## src/umi_defs.svh

```systemverilog
// offsets, field positions and reset values of the pin-logic block
`ifndef UMI_DEFS_SVH
`define UMI_DEFS_SVH

// ==========================================================
// per-channel host port register offsets
`define UMI_OFF_IER 3'h1
`define UMI_OFF_MCR 3'h4
`define UMI_OFF_MSR 3'h6

// ==========================================================
// field positions
`define UMI_MCR_DTR 0
`define UMI_MCR_IRQ_EN 3
`define UMI_IER_RX_AVAIL 0
`define UMI_IER_TX_SPACE 1
`define UMI_IER_RX_ERR 2
`define UMI_IER_MODEM 3
`define UMI_MSR_DDSR 1
`define UMI_MSR_DSR 5

// ==========================================================
// reset values
`define UMI_MCR_RST 8'h00
`define UMI_IER_RST 4'h0
`define UMI_EVT_RST 4'h0
`define UMI_MASK_RST 4'h0

// ==========================================================
// ahb-lite register byte offsets
`define UMI_AHB_EVT_STATUS 12'h000
`define UMI_AHB_EVT_MASK 12'h004
`define UMI_AHB_CHAN_STATE 12'h008

`endif

```

## src/umi_pkg.sv

```systemverilog
// types shared by the pin-logic block
package umi_pkg;
    typedef logic [7:0] umi_byte_t;
    typedef logic [2:0] umi_addr_t;
    typedef logic [3:0] umi_quad_t;
    typedef enum {UMI_AHB_NONE, UMI_AHB_RD, UMI_AHB_WR} umi_dphase_t;
endpackage

```

## src/umi_chan_if.sv

```systemverilog
// strobes and data between host port decode and one channel
`timescale 1ns/10ps
interface umi_chan_if;
    import umi_pkg::*;
    logic wr_stb;
    logic rd_stb;
    umi_addr_t addr;
    umi_byte_t wdata;
    umi_byte_t rdata;
    logic irq_level;
    logic dtr_n;
    modport host (
        output wr_stb,
        output rd_stb,
        output addr,
        output wdata,
        input rdata,
        input irq_level,
        input dtr_n
    );
    modport chan (
        input wr_stb,
        input rd_stb,
        input addr,
        input wdata,
        output rdata,
        output irq_level,
        output dtr_n
    );
endinterface

```

## src/umi_chan.sv

```systemverilog
// one channel: terminal-ready, interrupt gating and modem status
`timescale 1ns/10ps
`include "umi_defs.svh"
module umi_chan (
    input wire logic hclk,
    input wire logic hresetn,
    input wire logic dev_reset,
    input wire logic irq_force_select,
    input wire logic dsr_n,
    input wire logic rx_error,
    input wire logic rx_data_avail,
    input wire logic tx_space_avail,
    output logic terminal_ready_n,
    output logic channel_irq_out,
    output logic channel_irq_oe,
    umi_chan_if.chan cbus
);
    import umi_pkg::*;

    // ==========================================================
    // registers
    umi_byte_t mcr_reg, mcr_next;
    logic [3:0] ier_reg, ier_next;
    logic ddsr_reg, ddsr_next;
    logic dsr_prev_reg;
    logic dsr_seen_reg;
    logic dtr_n_reg, dtr_n_next;
    logic irq_reg, irq_next;
    logic oe_reg, oe_next;
    logic [3:0] pend;

    always_comb begin
        mcr_next = mcr_reg;
        ier_next = ier_reg;
        if (cbus.wr_stb && cbus.addr == `UMI_OFF_MCR) begin
            mcr_next = cbus.wdata;
        end
        if (cbus.wr_stb && cbus.addr == `UMI_OFF_IER) begin
            ier_next = cbus.wdata[3:0];
        end
        // a dsr edge in the clearing read still sets the flag
        ddsr_next = ddsr_reg;
        if (cbus.rd_stb && cbus.addr == `UMI_OFF_MSR) begin
            ddsr_next = 1'b0;
        end
        // first sample after reset only primes the edge detector
        if (dsr_seen_reg && dsr_n != dsr_prev_reg) begin
            ddsr_next = 1'b1;
        end
        pend = 4'h0;
        pend[`UMI_IER_RX_AVAIL] = rx_data_avail;
        pend[`UMI_IER_TX_SPACE] = tx_space_avail;
        pend[`UMI_IER_RX_ERR] = rx_error;
        pend[`UMI_IER_MODEM] = ddsr_reg;
        irq_next = |(pend & ier_reg);
        dtr_n_next = ~mcr_reg[`UMI_MCR_DTR];
        // undriven select pin is pulled low at the pad
        oe_next = irq_force_select | mcr_reg[`UMI_MCR_IRQ_EN];
        if (dev_reset) begin
            mcr_next = `UMI_MCR_RST;
            ier_next = `UMI_IER_RST;
            ddsr_next = 1'b0;
            irq_next = 1'b0;
            dtr_n_next = 1'b1;
            oe_next = 1'b0;
        end
    end

    always_ff @(posedge hclk or negedge hresetn) begin
        if (!hresetn) begin
            mcr_reg <= `UMI_MCR_RST;
            ier_reg <= `UMI_IER_RST;
            ddsr_reg <= 1'b0;
            dsr_prev_reg <= 1'b1;
            dsr_seen_reg <= 1'b0;
            dtr_n_reg <= 1'b1;
            irq_reg <= 1'b0;
            oe_reg <= 1'b0;
        end else begin
            mcr_reg <= mcr_next;
            ier_reg <= ier_next;
            ddsr_reg <= ddsr_next;
            dsr_prev_reg <= dsr_n;
            dsr_seen_reg <= 1'b1;
            dtr_n_reg <= dtr_n_next;
            irq_reg <= irq_next;
            oe_reg <= oe_next;
        end
    end

    always_comb begin
        cbus.rdata = 8'h00;
        unique case (cbus.addr)
            `UMI_OFF_IER: cbus.rdata = {4'h0, ier_reg};
            `UMI_OFF_MCR: cbus.rdata = mcr_reg;
            `UMI_OFF_MSR: begin
                cbus.rdata[`UMI_MSR_DSR] = ~dsr_n;
                cbus.rdata[`UMI_MSR_DDSR] = ddsr_reg;
            end
            default: cbus.rdata = 8'h00;
        endcase
    end

    assign terminal_ready_n = dtr_n_reg;
    assign channel_irq_out = irq_reg;
    assign channel_irq_oe = oe_reg;
    assign cbus.irq_level = irq_reg;
    assign cbus.dtr_n = dtr_n_reg;
endmodule

```

## src/umi_top.sv

```systemverilog
// pin logic of a four-channel uart with host port and ahb-lite summary
// Contract
// - each channel has its own active-low terminal-ready output
// - writing one to control bit 0 drives terminal-ready low
// - writing zero to control bit 0, or reset, returns it high
// - four active-high interrupt outputs, one per channel, own state only
// - select low: interrupt driven only when control bit 3 is one
// - each interrupt source asserts only when its enable bit is set
// - sources: receive error, receive data, transmit space, modem change
// - after reset all interrupt outputs are high impedance
// - select high keeps all interrupt outputs enabled regardless of bit 3
// - select low: interrupt output enable follows control bit 3
// - select pin defaults low when undriven or absent
// - read strobe falling edge puts addressed register on data bus
// - data-set-ready level readable in the modem status register
// - write strobe rising edge stores data bus into addressed register
// - active-high reset returns registers and outputs to reset state; dev_reset leaves evt_reg, mask_reg and irq unchanged
`timescale 1ns/10ps
`include "umi_defs.svh"
module umi_top (
    input wire logic hclk,
    input wire logic hresetn,
    input wire logic hsel,
    input wire logic [31:0] haddr,
    input wire logic [1:0] htrans,
    input wire logic hwrite,
    input wire logic [2:0] hsize,
    input wire logic [31:0] hwdata,
    input wire logic hready,
    output logic [31:0] hrdata,
    output logic hreadyout,
    output logic hresp,
    output logic irq,
    input wire logic dev_reset,
    input wire umi_pkg::umi_quad_t chan_sel_n,
    input wire umi_pkg::umi_addr_t host_addr,
    input wire logic host_read_strobe_n,
    input wire logic host_write_strobe_n,
    input wire umi_pkg::umi_byte_t host_data_in,
    output umi_pkg::umi_byte_t host_data_out,
    output logic host_data_oe,
    input wire logic irq_force_select,
    input wire umi_pkg::umi_quad_t dsr_n,
    input wire umi_pkg::umi_quad_t rx_error,
    input wire umi_pkg::umi_quad_t rx_data_avail,
    input wire umi_pkg::umi_quad_t tx_space_avail,
    output umi_pkg::umi_quad_t terminal_ready_n,
    output umi_pkg::umi_quad_t channel_irq_out,
    output umi_pkg::umi_quad_t channel_irq_oe
);
    import umi_pkg::*;

    // word decode shared by the address-phase read decode and the data-phase mask write
    function automatic logic word_hit(input logic [31:0] a,
                                      input logic [11:0] off);
        word_hit = (a[11:2] == off[11:2]);
    endfunction

    // ==========================================================
    // host parallel port strobes
    logic rd_prev_reg, wr_prev_reg;
    umi_addr_t lat_addr_reg, lat_addr_next;
    umi_byte_t lat_data_reg, lat_data_next;
    umi_quad_t lat_cs_reg, lat_cs_next;
    umi_byte_t dout_reg, dout_next;
    logic doe_reg, doe_next;
    logic rd_fall, wr_rise;
    umi_byte_t rd_mux;
    umi_byte_t rdata_w [4];
    umi_quad_t irq_lvl_w, dtr_n_w;

    umi_chan_if cbus [4] ();

    assign rd_fall = rd_prev_reg & ~host_read_strobe_n;
    assign wr_rise = ~wr_prev_reg & host_write_strobe_n;

    always_comb begin
        lat_addr_next = lat_addr_reg;
        lat_data_next = lat_data_reg;
        lat_cs_next = lat_cs_reg;
        // hold what the host drove while the strobe was low, so the
        // commit on the rising edge does not race data removal
        if (!host_write_strobe_n) begin
            lat_addr_next = host_addr;
            lat_data_next = host_data_in;
            lat_cs_next = chan_sel_n;
        end
        rd_mux = 8'h00;
        for (int i = 0; i < 4; i++) begin
            if (!chan_sel_n[i]) begin
                rd_mux = rd_mux | rdata_w[i];
            end
        end
        dout_next = dout_reg;
        doe_next = doe_reg;
        if (rd_fall && chan_sel_n != 4'hF) begin
            dout_next = rd_mux;
            doe_next = 1'b1;
        end else if (host_read_strobe_n) begin
            doe_next = 1'b0;
        end
        if (dev_reset) begin
            doe_next = 1'b0;
            dout_next = 8'h00;
        end
    end

    always_ff @(posedge hclk or negedge hresetn) begin
        if (!hresetn) begin
            rd_prev_reg <= 1'b1;
            wr_prev_reg <= 1'b1;
            lat_addr_reg <= 3'h0;
            lat_data_reg <= 8'h00;
            lat_cs_reg <= 4'hF;
            dout_reg <= 8'h00;
            doe_reg <= 1'b0;
        end else begin
            rd_prev_reg <= host_read_strobe_n;
            wr_prev_reg <= host_write_strobe_n;
            lat_addr_reg <= lat_addr_next;
            lat_data_reg <= lat_data_next;
            lat_cs_reg <= lat_cs_next;
            dout_reg <= dout_next;
            doe_reg <= doe_next;
        end
    end

    assign host_data_out = dout_reg;
    assign host_data_oe = doe_reg;

    // ==========================================================
    // channel instances
    for (genvar g = 0; g < 4; g++) begin : gen_chan
        // only the selected channel sees a strobe
        assign cbus[g].wr_stb = wr_rise & ~lat_cs_reg[g];
        assign cbus[g].rd_stb = rd_fall & ~chan_sel_n[g];
        assign cbus[g].addr = wr_rise ? lat_addr_reg : host_addr;
        assign cbus[g].wdata = lat_data_reg;
        assign rdata_w[g] = cbus[g].rdata;
        assign irq_lvl_w[g] = cbus[g].irq_level;
        assign dtr_n_w[g] = cbus[g].dtr_n;
        umi_chan u_chan (
            .hclk(hclk),
            .hresetn(hresetn),
            .dev_reset(dev_reset),
            .irq_force_select(irq_force_select),
            .dsr_n(dsr_n[g]),
            .rx_error(rx_error[g]),
            .rx_data_avail(rx_data_avail[g]),
            .tx_space_avail(tx_space_avail[g]),
            .terminal_ready_n(terminal_ready_n[g]),
            .channel_irq_out(channel_irq_out[g]),
            .channel_irq_oe(channel_irq_oe[g]),
            .cbus(cbus[g])
        );
    end

    // ==========================================================
    // ahb-lite slave: event status, mask and channel state
    umi_dphase_t dp_reg, dp_next;
    logic [11:0] dp_addr_reg, dp_addr_next;
    logic [31:0] hrdata_reg, hrdata_next;
    umi_quad_t evt_reg, evt_next;
    umi_quad_t mask_reg, mask_next;
    umi_quad_t irq_prev_reg;
    umi_quad_t mask_now;
    logic ap_valid;

    assign ap_valid = hsel & htrans[1] & hready;

    always_comb begin
        dp_next = UMI_AHB_NONE;
        dp_addr_next = dp_addr_reg;
        mask_next = mask_reg;
        if (dp_reg == UMI_AHB_WR &&
            word_hit({20'h00000, dp_addr_reg}, `UMI_AHB_EVT_MASK)) begin
            mask_next = hwdata[3:0];
        end
        // a read right after a mask write sees the new value
        mask_now = mask_next;
        hrdata_next = hrdata_reg;
        evt_next = evt_reg;
        if (ap_valid) begin
            dp_next = hwrite ? UMI_AHB_WR : UMI_AHB_RD;
            dp_addr_next = haddr[11:0];
            if (!hwrite) begin
                hrdata_next = 32'h0000_0000;
                if (word_hit(haddr, `UMI_AHB_EVT_STATUS)) begin
                    hrdata_next[3:0] = evt_reg;
                    evt_next = `UMI_EVT_RST;
                end else if (word_hit(haddr, `UMI_AHB_EVT_MASK)) begin
                    hrdata_next[3:0] = mask_now;
                end else if (word_hit(haddr, `UMI_AHB_CHAN_STATE)) begin
                    hrdata_next[11:0] = {channel_irq_oe, dtr_n_w,
                                         irq_lvl_w};
                end
            end
        end
        // rising channel interrupt wins over a clearing read
        evt_next = evt_next | (irq_lvl_w & ~irq_prev_reg);
    end

    always_ff @(posedge hclk or negedge hresetn) begin
        if (!hresetn) begin
            dp_reg <= UMI_AHB_NONE;
            dp_addr_reg <= 12'h000;
            hrdata_reg <= 32'h0000_0000;
            evt_reg <= `UMI_EVT_RST;
            mask_reg <= `UMI_MASK_RST;
            irq_prev_reg <= 4'h0;
        end else begin
            dp_reg <= dp_next;
            dp_addr_reg <= dp_addr_next;
            hrdata_reg <= hrdata_next;
            evt_reg <= evt_next;
            mask_reg <= mask_next;
            irq_prev_reg <= irq_lvl_w;
        end
    end

    // zero wait state slave, always okay
    assign hrdata = hrdata_reg;
    assign hreadyout = 1'b1;
    assign hresp = 1'b0;
    assign irq = |(evt_reg & mask_reg);
endmodule

```

## config.mk

```make
export PLATFORM = sky130hd
export DESIGN_NAME = umi_top
export DESIGN_NICKNAME = d
export VERILOG_FILES = /design/src/umi_pkg.sv /design/src/umi_chan_if.sv /design/src/umi_chan.sv /design/src/umi_top.sv
export VERILOG_INCLUDE_DIRS = /design/src /design/src/src
export SDC_FILE = /design/constraint.sdc
export NUM_CORES = 1
export LEC_CHECK = 0
export ABC_AREA = 1
export BUFFER_PORTS_ARGS = -buffer_cell sky130_fd_sc_hd__buf_2
export CAP_MARGIN = 0
export CORE_MARGIN = 1
export CORE_UTILIZATION = 57
export DETAILED_ROUTE_END_ITERATION = 6
export GPL_TIMING_DRIVEN = 0
export PLACE_DENSITY = 0.86
export SLEW_MARGIN = 10
export SYNTH_ARGS = -nofsm -noshare
export SYNTH_HDL_FRONTEND = slang
export SYNTH_SLANG_ARGS = --single-unit
export TNS_END_PERCENT = 50
```

## constraint.sdc

```tcl
create_clock -name hclk -period 2.4 [get_ports hclk]
set_input_delay 0.12 -clock hclk [delete_from_list [all_inputs] [get_ports hclk]]
set_output_delay 0.12 -clock hclk [all_outputs]
set_load 0.05 [all_outputs]
```

==> flow_summary_export.csv, run 1 <==
group,metric,value,unit
power_and_ir_drop,power,6.06,mW
power_and_ir_drop,p_int,4.31,mW
power_and_ir_drop,p_leak,4.02,nW
power_and_ir_drop,switchingPower,1.75,mW
layout,area_growth_syn_to_layout,29.5,%
power_and_ir_drop,p_comb_frac,0.153,
route,wl_per_cell,16.7,µm
route,ant_nets,0,
global_routing,antenna_found_initial,0,
synthesis,ys_top_cells_by_count,"215 x nand2_1, 117 x dfrtp_1, 73 x o21ai_0, 57 x inv_1, 34 x buf_4",
route,viasPerCell,5.46,
run_status,status,"finished, final reports clean",
synthesis,synth_async_sr_flop_share,1.00,
worst_setup_path,max_stage_delay,0.56,ns
run,cap_violations,0,
cts,clk_pin_slew,0.06,ns
synthesis,synth_top_cell_area_share,0.485,
route,drtIter0Drc,542,
route,vias,5536,
timing,post-route-min-period,2.14,ns
timing,period_share,0.893,
worst_setup_path,crit_required,2.86,ns
place,place_congestion,0.921,
worst_setup_path,setup.worst_path.start,"chan_sel_n[0]",
route,top_layer_used,"met4",
route,wl_met3,1240,µm
cts,root_buffer,"clkbuf_8",
route,drc,0,
worst_setup_path,crit_fanout,10,
synthesis,ys_seq_area_frac,0.546,
cts,cts_tree,"built",
floorplan,initial_core_util,0.588,
worst_setup_path,endpoint_kind,"flop",
layout,diodes,0,
cts,htree_num_levels,4,
floorplan,dieArea,11000,µm²
cts,cts_inserted_buffers,17,
layout,largest_register_ffs,32,
power_and_ir_drop,powerDensity,775,nW/µm²
power_and_ir_drop,ir_drop,0.432,mV
worst_setup_path,cp-start-kind,"input port",
layout,drive_above_1_share,0.243,
cts,postCtsSetupBuffers,0,
floorplan,die_w,105,µm
place,dpl.hpwl,10500,µm
synthesis,post-synth-top-count-cell,"nand2_1",
timing,worstMarginPinSlew,0.833,ns
floorplan,coreArea,10300,µm²
timing,max_slew_margin,0.440,
layout,fill_cells,670,
worst_setup_path,slowest_stage,"dlygate4sd3_1",
floorplan,rows,37,
synthesis,yosysTopAreaCell,"dfrtp_1",
worst_setup_path,rr_startpoint,"wr_prev_reg$_DFF_PN1_",
global_routing,grt_pass1_wl,27200,µm
worst_setup_path,critPathKind,"input port to flop",
cts,post_cts_resized,0,
route,routed_wl,16900,µm
power_and_ir_drop,clock_power_share,0.431,
timing,finalSetupViolCount,0,
timing,whs,0.0711,ns
synthesis,synth_edf_count,0,
route,dr_wl_met2,8410,µm
global_routing,grt_max_degree,76,
power_and_ir_drop,power_frac_seq,0.416,
synthesis,synth_cells,689,
global_routing,track_usage,0.325,
floorplan,io_pins,165,
place,numPortBuffers,87,
synthesis,synth_seq_cells,131,
timing,hold_viol_final,0,
route,firstDrtPassIters,6,
synthesis,syn_area_per_cell,8.76,µm²
layout,final_nets,973,
cts,cts_buffer_depth,2,
power_and_ir_drop,switching_share,0.289,
worst_setup_path,path_common_cell,"nand2_1",
timing,finalMaxSlewViolations,0,
timing,rsz0062_at_grt,"false",
synthesis,ys.flop_type,"dfrtp_1",
worst_setup_path,crit_arrival,2.60,ns
synthesis,yosys-top-cells-area,"dfrtp_1 48%, nand2_1 13%, dfstp_2 6.1%",
worst_hold_path,hp-class,"input port to flop",
global_routing,grt_pass1_vias,5465,
synthesis,synth_cell_types,37,
global_routing,grt_overflow,0,
synthesis,syn_area,6040,µm²
timing,skew,0.00933,ns
floorplan,fp.dieH,105,µm
timing,max_freq,0.466,GHz
worst_hold_path,hp-start,"htrans[1]",
synthesis,yosys_warnings,0,
cts,clkLatencyLatePin,0.53,ns
route,met1_length,6550,µm
worst_setup_path,path_cells,"dlygate4sd3_1 -> buf_2 -> clkinv_1 -> o31ai_1 -> inv_1 -> nor2_1 -> nand2_1 -> nand2_1",
cts,cts_sinks,131,
==> metal layers <==
| layer | vias up | GRT usage |
|---|---|---|
| met2 | 336 | 0.550 |
| met3 | 67 | 0.0586 |
| li1 | 2510 | - |
| met1 | 2623 | 0.402 |
| met4 | 0 | 0.161 |
| met5 | - | 0 |
==> stage by stage <==
stage | instances | area [µm²] | worst slack (ns) | util | setup TNS [ns]
5_1_grt | 1013 | 7820 | 0.200 | 0.761 | 0
3_5_place_dp | 934 | 6760 | 0.384 | 0.657 | 0
3_3_place_gp | 933 | 6720 | -0.364 | 0.654 | -41.96
6_report | 1013 | 7820 | 0.256 | 0.761 | 0
2_1_floorplan | 710 | 6120 | 0.780 | - | 0
4_1_cts | 1013 | 7820 | 0.345 | 0.761 | 0
==> timing repair <==
action / CTS / global route
hold buffers: 47 / 0
setup endpoints to repair: 0 / 0
hold endpoints to repair: 101 / 0
==> cell families (layout without fill, tap and decap cells) <==
kind of cell | after synthesis | count (layout) | synth area share
AND/OR/NAND/NOR | 299 | 299 | 0.212
other | 2 | 23 | 0.00124
flip-flops | 131 | 131 | 0.546
AO/OA/AOI/OAI | 127 | 127 | 0.116
multiplexers | 11 | 11 | 0.0205
buffers and inverters | 115 | 282 | 0.0986
XOR/XNOR | 4 | 4 | 0.00580
==> power by group through the flow <==
stage / Combinational, mW / Sequential, mW / Clock, mW
global placement: 0.804 / 2.54 / 0
detailed placement: 0.833 / 2.55 / 0
finish: 0.929 / 2.52 / 2.61
floorplan: 0.533 / 2.58 / 0
CTS: 0.905 / 2.51 / 2.62
global route: 1.00 / 2.54 / 2.72
==> path summary, 6_finish.rpt <==
kind                                                             endpoint  slack, ns  depth (start not counted)
worst max-delay path                         host_data_out[2]$_DFFE_PN0P_       0.26                          8
worst min-delay path                           dp_addr_reg[5]$_DFFE_PN0P_       0.07                          4
worst max register to register  gen_chan[0].u_chan.mcr_reg[6]$_DFFE_PN0P_       0.34                          9
worst min register to register    gen_chan[1].u_chan.cbus.dtr_n$_DFF_PN1_       0.44                          1
max in group asynchronous       gen_chan[2].u_chan.dsr_prev_reg$_DFF_PN1_       1.50                          3
min in group asynchronous                      dp_addr_reg[9]$_DFFE_PN0P_       0.13                          2
==> cell usage in the layout, fill, tap and decap left out, types with 2 or more instances in the layout <==
cell type	n
clkbuf_1	5
conb_1	23
o21ai_0	73
clkinvlp_4	4
nor2_1	32
dfstp_2	14
o21bai_1	4
nand2_4	5
a21oi_2	2
xor2_1	4
inv_6	3
buf_6	5
o31ai_1	5
a21oi_1	10
bufinv_16	3
mux2_2	11
dlygate4sd3_1	47
o22ai_1	5
clkbuf_16	16
dfrtp_1	117
o21ai_1	19
o21a_1	4
clkinv_1	4
nand2_1	215
nor3_1	3
buf_2	91
inv_1	57
a41oi_1	4
nand3_1	25
buf_4	34
inv_2	6
clkinv_2	3
nand4_1	4
nand2_2	7
==> area by class of cell <==
cell class                 count  area, µm²  area share
sequential                   131       3300       0.421
multi-input combinational    464       2230       0.285
timing repair buffer         135        940       0.120
clock buffer                  17        414      0.0529
buffer                        48        344      0.0440
inverter                      67        251      0.0321
clock inverter                15        181      0.0232
tap                          136        170      0.0218
==> worst max-delay path, delay by kind of cell <==
family | cells | cell delay [ns]
and+or+nand+nor | 3 | 0.81
AOI/OAI and AO/OA | 1 | 0.53
buffers and inverters | 4 | 1.14
Power figures use the tool's default switching activity.
==> run 2, diff against run 1 <==
CORE_MARGIN = 3   (was 1)
==> flow_summary_export.csv, run 2 (same netlist as run 1, synthesis figures left out) <==
group,metric,value,unit
run_status,status,"finished, final reports clean",
layout,fin_area,7840,µm²
run,cap_violations,0,
global_routing,grt_pass1_wl,27200,µm
layout,final_cell_mix,"215 x nand2_1, 117 x dfrtp_1, 91 x buf_2, 73 x o21ai_0, 57 x inv_1",
worst_hold_path,hold_depth,3,
floorplan,dieArea,11900,µm²
cts,htree_num_levels,4,
timing,period_share,0.870,
power_and_ir_drop,power_frac_seq,0.402,
floorplan,io_pins,165,
worst_setup_path,r2r_end,"host_data_out[7]$_DFFE_PN0P_",
worst_setup_path,crit_arrival,2.55,ns
worst_setup_path,endpoint_kind,"flop",
route,wl_met3,1340,µm
timing,tns,0,ns
power_and_ir_drop,ir_drop,0.503,mV
worst_setup_path,crit_required,2.86,ns
layout,area_growth_syn_to_layout,29.8,%
route,drtIter0Drc,551,
route,routed_wl,16800,µm
timing,finalMaxSlewViolations,0,
power_and_ir_drop,p_comb_frac,0.147,
cts,clkLatencyLatePin,0.53,ns
worst_setup_path,rr_startpoint,"rd_prev_reg$_DFF_PN1_",
route,top_layer_used,"met4",
place,placed_cells,931,
cts,cts_sinks,131,
power_and_ir_drop,p_int,4.56,mW
layout,final_nets,970,
route,dr_wl_met2,8490,µm
layout,layout.cells.most_common,"nand2_1",
power_and_ir_drop,switching_share,0.272,
power_and_ir_drop,switchingPower,1.70,mW
cts,cts_tree,"built",
layout,diodes,0,
floorplan,fp.dieH,109,µm
layout,largest_register_ffs,32,
cts,cts_inserted_buffers,17,
place,dpl.hpwl,11000,µm
floorplan,coreArea,10000,µm²
timing,worstMarginPinSlew,0.707,ns
timing,rsz0062_at_grt,"false",
timing,hold_viol_final,0,
route,wl_per_cell,16.7,µm
route,vias,5510,
global_routing,grt_max_degree,98,
layout,final_cell_count_no_fill,1007,
timing,post-route-min-period,2.09,ns
global_routing,grt_overflow,0,
layout,drive_above_1_share,0.244,
route,firstDrtPassIters,7,
power_and_ir_drop,p_leak,4.04,nW
timing,finalSetupViolCount,0,
route,drc,0,
worst_setup_path,ff2ff_path_depth,8,
place,place_congestion,0.884,
worst_setup_path,r2r_slack,0.31,ns
worst_hold_path,min_to,"gen_chan[1].u_chan.ddsr_reg$_DFFE_PN0P_",
timing,skew,0.00987,ns
cts,clk_pin_slew,0.06,ns
worst_hold_path,hp-class,"input port to flop",
route,viasPerCell,5.47,
place,numPortBuffers,87,
floorplan,initial_core_util,0.601,
worst_hold_path,hp-start,"chan_sel_n[1]",
timing,max_freq,0.479,GHz
timing,max_slew_margin,0.527,
floorplan,die_w,109,µm
global_routing,track_usage,0.301,
power_and_ir_drop,powerDensity,799,nW/µm²
route,ant_nets,0,
global_routing,grt_pass1_vias,5729,
worst_setup_path,cp-start-kind,"flop",
global_routing,antenna_found_initial,0,
power_and_ir_drop,clock_power_share,0.451,
cts,cts_buffer_depth,2,
place,place_area,6750,µm²
worst_setup_path,critPathKind,"flop to flop",
route,met1_length,6250,µm
worst_setup_path,crit_fanout,5,
cts,post_cts_resized,0,
floorplan,rows,36,
cts,root_buffer,"clkbuf_8",
run 2: changes by cell type in the layout (fill, tap and decap cells not counted), sizes merged:
| cell | delta |
|---|---|
| clkinvlp | -3 |
| dlygate4sd3 | -3 |
| clkbuf | +2 |
| clkinv | +2 |
| inv | -3 |
| bufinv | +2 |
run 2: power by group through the flow:
stage | sequential, mW | combinational [mW] | clock (mW)
2_1_floorplan | 2.58 | 0.533 | 0
3_3_place_gp | 2.54 | 0.801 | 0
3_5_place_dp | 2.55 | 0.836 | 0
4_1_cts | 2.52 | 0.904 | 2.82
5_1_grt | 2.54 | 1.00 | 2.94
6_report | 2.52 | 0.920 | 2.82
run 2: per-stage QoR:
step	power, mW	util	setup slack, ns	hold slack [ns]
global route	6.48	0.780	0.217	0.0250
global placement	3.34	0.669	-0.355	0.237
CTS	6.24	0.780	0.420	0.0127
finish	6.26	0.780	0.311	0.0134
detailed placement	3.39	0.672	0.461	0.0387
floorplan	3.11	-	0.780	-0.176
run 2: final cells by class:
| type | count | area (µm²) |
|---|---|---|
| Buffer | 48 | 344 |
| Sequential cell | 131 | 3300 |
| Tap cell | 133 | 166 |
| Clock buffer | 19 | 442 |
| Multi-Input combinational cell | 464 | 2230 |
| Timing Repair Buffer | 132 | 910 |
| Inverter | 67 | 251 |
| Fill cell | 639 | 2210 |
| Clock inverter | 13 | 204 |
run 2: how the worst max path moves through the flow:
| stage | to | slack (ns) | startpoint |
|---|---|---|---|
| 6_report | host_data_out[7]$_DFFE_PN0P_ | 0.31 | rd_prev_reg$_DFF_PN1_ |
| 5_1_grt | host_data_out[7]$_DFFE_PN0P_ | 0.22 | rd_prev_reg$_DFF_PN1_ |
| 4_1_cts | host_data_out[7]$_DFFE_PN0P_ | 0.42 | rd_prev_reg$_DFF_PN1_ |
| 3_5_place_dp | host_data_out[7]$_DFFE_PN0P_ | 0.46 | rd_prev_reg$_DFF_PN1_ |
| 3_3_place_gp | gen_chan[1].u_chan.mcr_reg[6]$_DFFE_PN0P_ | -0.36 | hresetn |
| 2_1_floorplan | gen_chan[3].u_chan.mcr_reg[1]$_DFFE_PN0P_ | 0.78 | wr_prev_reg$_DFF_PN1_ |
run 2: routing by layer:
layer  vias up  track usage
met2       292        0.518
li1       2508            -
met4         0        0.166
met3        75       0.0675
met1      2635        0.346
met5         -            0
run 2: repair_timing:
action	4_1_cts	5_1_grt
hold buffers	44	0
buffers inserted	0	0
endpoints found under the hold margin	167	0
run 2: worst max-delay path, cell delays in order (launching register included):
cell and delay [ns]:
dfstp_2 0.52, nand2_1 0.17, inv_1 0.10, o31ai_1 0.11, nor2_1 0.36, inv_1 0.13, nor3_1 0.34, o21ai_0 0.20
nand2_1 0.10
==> run 3, diff against run 2 <==
ABC_AREA = default   (was 1)
CORE_UTILIZATION = 56   (was 57)
PLACE_DENSITY = 0.89   (was 0.86)
==> flow_summary_export.csv, run 3 <==
group,metric,value,unit
timing,max_freq,0.441,GHz
power_and_ir_drop,power,5.79,mW
run_status,status,"finished, final reports clean",
worst_setup_path,r2r_slack,0.19,ns
worst_hold_path,hold_depth,3,
worst_hold_path,hp-class,"input port to flop",
route,vias,5260,
worst_setup_path,crit_fanout,10,
synthesis,ys.flop_type,"dfrtp_1",
layout,multi_input_area,2250,µm²
route,drtIter0Drc,477,
synthesis,synth_seq_cells,131,
global_routing,grt_max_degree,91,
global_routing,grt_pass1_vias,5235,
synthesis,syn_area,5910,µm²
worst_setup_path,critPathKind,"input port to flop",
power_and_ir_drop,ir_drop,0.423,mV
power_and_ir_drop,powerDensity,757,nW/µm²
layout,drive_above_1_share,0.273,
global_routing,grt_overflow,0,
floorplan,fp.dieH,109,µm
synthesis,synth_async_sr_flop_share,1.00,
synthesis,yosys-top-cells-area,"dfrtp_1 50%, dfstp_2 6.2%, o21ai_0 5.6%",
timing,max_slew_margin,0.468,
worst_setup_path,ff2ff_path_depth,7,
cts,root_buffer,"clkbuf_8",
place,placed_cells,818,
worst_setup_path,crit_required,2.81,ns
place,place_congestion,0.986,
layout,diodes,0,
synthesis,ys_seq_area_frac,0.558,
power_and_ir_drop,switching_share,0.261,
cts,clk_pin_slew,0.06,ns
layout,final_cell_count_no_fill,890,
synthesis,synth_edf_count,0,
global_routing,track_usage,0.311,
route,wl_per_cell,19.9,µm
timing,tns,0,ns
timing,worstMarginPinSlew,0.776,ns
route,ant_nets,0,
worst_setup_path,setup.worst_path.start,"dev_reset",
layout,area_growth_syn_to_layout,29.3,%
timing,skew,0.00494,ns
place,dpl.hpwl,11500,µm
timing,period_share,0.946,
cts,cts_buffer_depth,2,
cts,cts_sinks,131,
cts,cts_tree,"built",
cts,postCtsSetupBuffers,0,
layout,final_nets,854,
cts,htree_num_levels,4,
synthesis,synth_top_cell_area_share,0.496,
worst_setup_path,endpoint_kind,"flop",
synthesis,ys_top_cells_by_count,"117 x dfrtp_1, 82 x nand2_1, 66 x o21ai_0, 58 x a21oi_1, 35 x buf_4",
floorplan,initial_core_util,0.591,
cts,post_cts_resized,0,
worst_setup_path,cp-start-kind,"input port",
layout,fill_cells,638,
timing,finalMaxSlewViolations,0,
cts,holdBufCountCts,41,
worst_setup_path,crit_end,"gen_chan[2].u_chan.cbus.irq_level$_DFF_PN0_",
place,numPortBuffers,86,
layout,final_cell_mix,"117 x dfrtp_1, 90 x buf_2, 82 x nand2_1, 66 x o21ai_0, 58 x a21oi_1",
synthesis,yosys_warnings,0,
global_routing,antenna_found_initial,1,
power_and_ir_drop,switchingPower,1.51,mW
route,drc,0,
synthesis,syn_area_per_cell,10.2,µm²
worst_setup_path,r2r_end,"gen_chan[3].u_chan.mcr_reg[3]$_DFFE_PN0P_",
route,viasPerCell,5.91,
timing,post-route-min-period,2.27,ns
synthesis,yosysTopAreaCell,"dfrtp_1",
synthesis,synth_cells,577,
floorplan,die_w,109,µm
floorplan,io_pins,165,
layout,largest_register_ffs,32,
timing,rsz0062_at_grt,"false",
cts,cts_inserted_buffers,17,
floorplan,coreArea,10000,µm²
synthesis,post-synth-top-count-cell,"dfrtp_1",
power_and_ir_drop,p_leak,3.44,nW
power_and_ir_drop,p_comb_frac,0.119,
synthesis,synth_cell_types,45,
power_and_ir_drop,clock_power_share,0.465,
route,firstDrtPassIters,5,
power_and_ir_drop,power_frac_seq,0.416,
worst_setup_path,rr_startpoint,"wr_prev_reg$_DFF_PN1_",
power_and_ir_drop,p_int,4.28,mW
worst_setup_path,crit_arrival,2.68,ns
floorplan,rows,36,
run,cap_violations,0,
route,routed_wl,17700,µm
layout,regArea,3300,µm²
layout,layout.cells.most_common,"dfrtp_1",
timing,hold_viol_final,0,
timing,finalSetupViolCount,0,
global_routing,grt_pass1_wl,27500,µm
floorplan,dieArea,11800,µm²
cts,clkLatencyLatePin,0.53,ns
run 3: final cells by class:
| type | instances | area share |
|---|---|---|
| tap | 133 | 0.0218 |
| inverter | 12 | 0.00590 |
| multi-input combinational | 390 | 0.294 |
| clock buffer | 19 | 0.0565 |
| clock inverter | 12 | 0.0238 |
| sequential | 131 | 0.431 |
| buffer | 65 | 0.0519 |
| timing repair buffer | 128 | 0.114 |
run 3: worst min-delay path by stage:
stage / from / endpoint / slack (ns)
2_1_floorplan: hresetn / cbus[0].wdata[0]$_DFFE_PN0N_ / -0.18
3_3_place_gp: host_read_strobe_n / rd_prev_reg$_DFF_PN1_ / 0.24
3_5_place_dp: hresetn / dp_addr_reg[6]$_DFFE_PN0P_ / 0.06
4_1_cts: chan_sel_n[3] / lat_cs_reg[3]$_DFFE_PN1N_ / 0.005
5_1_grt: chan_sel_n[2] / gen_chan[2].u_chan.ddsr_reg$_DFFE_PN0P_ / 0.05
6_report: chan_sel_n[3] / lat_cs_reg[3]$_DFFE_PN1N_ / 0.04
run 3: metal layers:
layer / vias to the layer above / global-route usage / part of all wire
li1: 2324 / - / -
met1: 2536 / 0.391 / 0.38
met3: 53 / 0.0716 / 0.092
met2: 345 / 0.523 / 0.50
met5: - / 0 / 0.00073
met4: 2 / 0.126 / 0.029
run 3: kinds of logic (layout without fill, tap and decap cells):
group,Yosys count,after routing,share of synthesized area
multiplexers,29,29,0.0549
other,2,23,0.00127
AO/OA/AOI/OAI,192,192,0.199
buffers and inverters,77,236,0.0748
XOR/XNOR,4,4,0.00593
AND/OR/NAND/NOR,142,142,0.106
flip-flops,131,131,0.558
run 3: worst max-delay path: stages:
cell and delay, ns:
dlygate4sd3_1 0.53, buf_2 0.19, clkbuf_1 0.51, clkbuf_1 0.63
a21oi_1 0.10, dlygate4sd3_1 0.60
run 3: stage by stage:
| stage | utilization | setup WS, ns | instance area (µm²) | hold WS (ns) |
|---|---|---|---|---|
| 2_1_floorplan | - | 0.559 | 5980 | -0.176 |
| 3_3_place_gp | 0.658 | -0.387 | 6580 | 0.243 |
| 3_5_place_dp | 0.662 | 0.279 | 6620 | 0.0560 |
| 4_1_cts | 0.764 | 0.244 | 7640 | 0.00545 |
| 5_1_grt | 0.764 | 0.0670 | 7640 | 0.0464 |
| 6_report | 0.764 | 0.130 | 7640 | 0.0405 |
run 3: power by group through the flow:
stage	registers, mW	logic [mW]	clock network, mW
CTS	2.40	0.675	2.71
finish	2.41	0.688	2.69
global placement	2.43	0.597	0
floorplan	2.46	0.358	0
detailed placement	2.44	0.620	0
global route	2.41	0.732	2.81
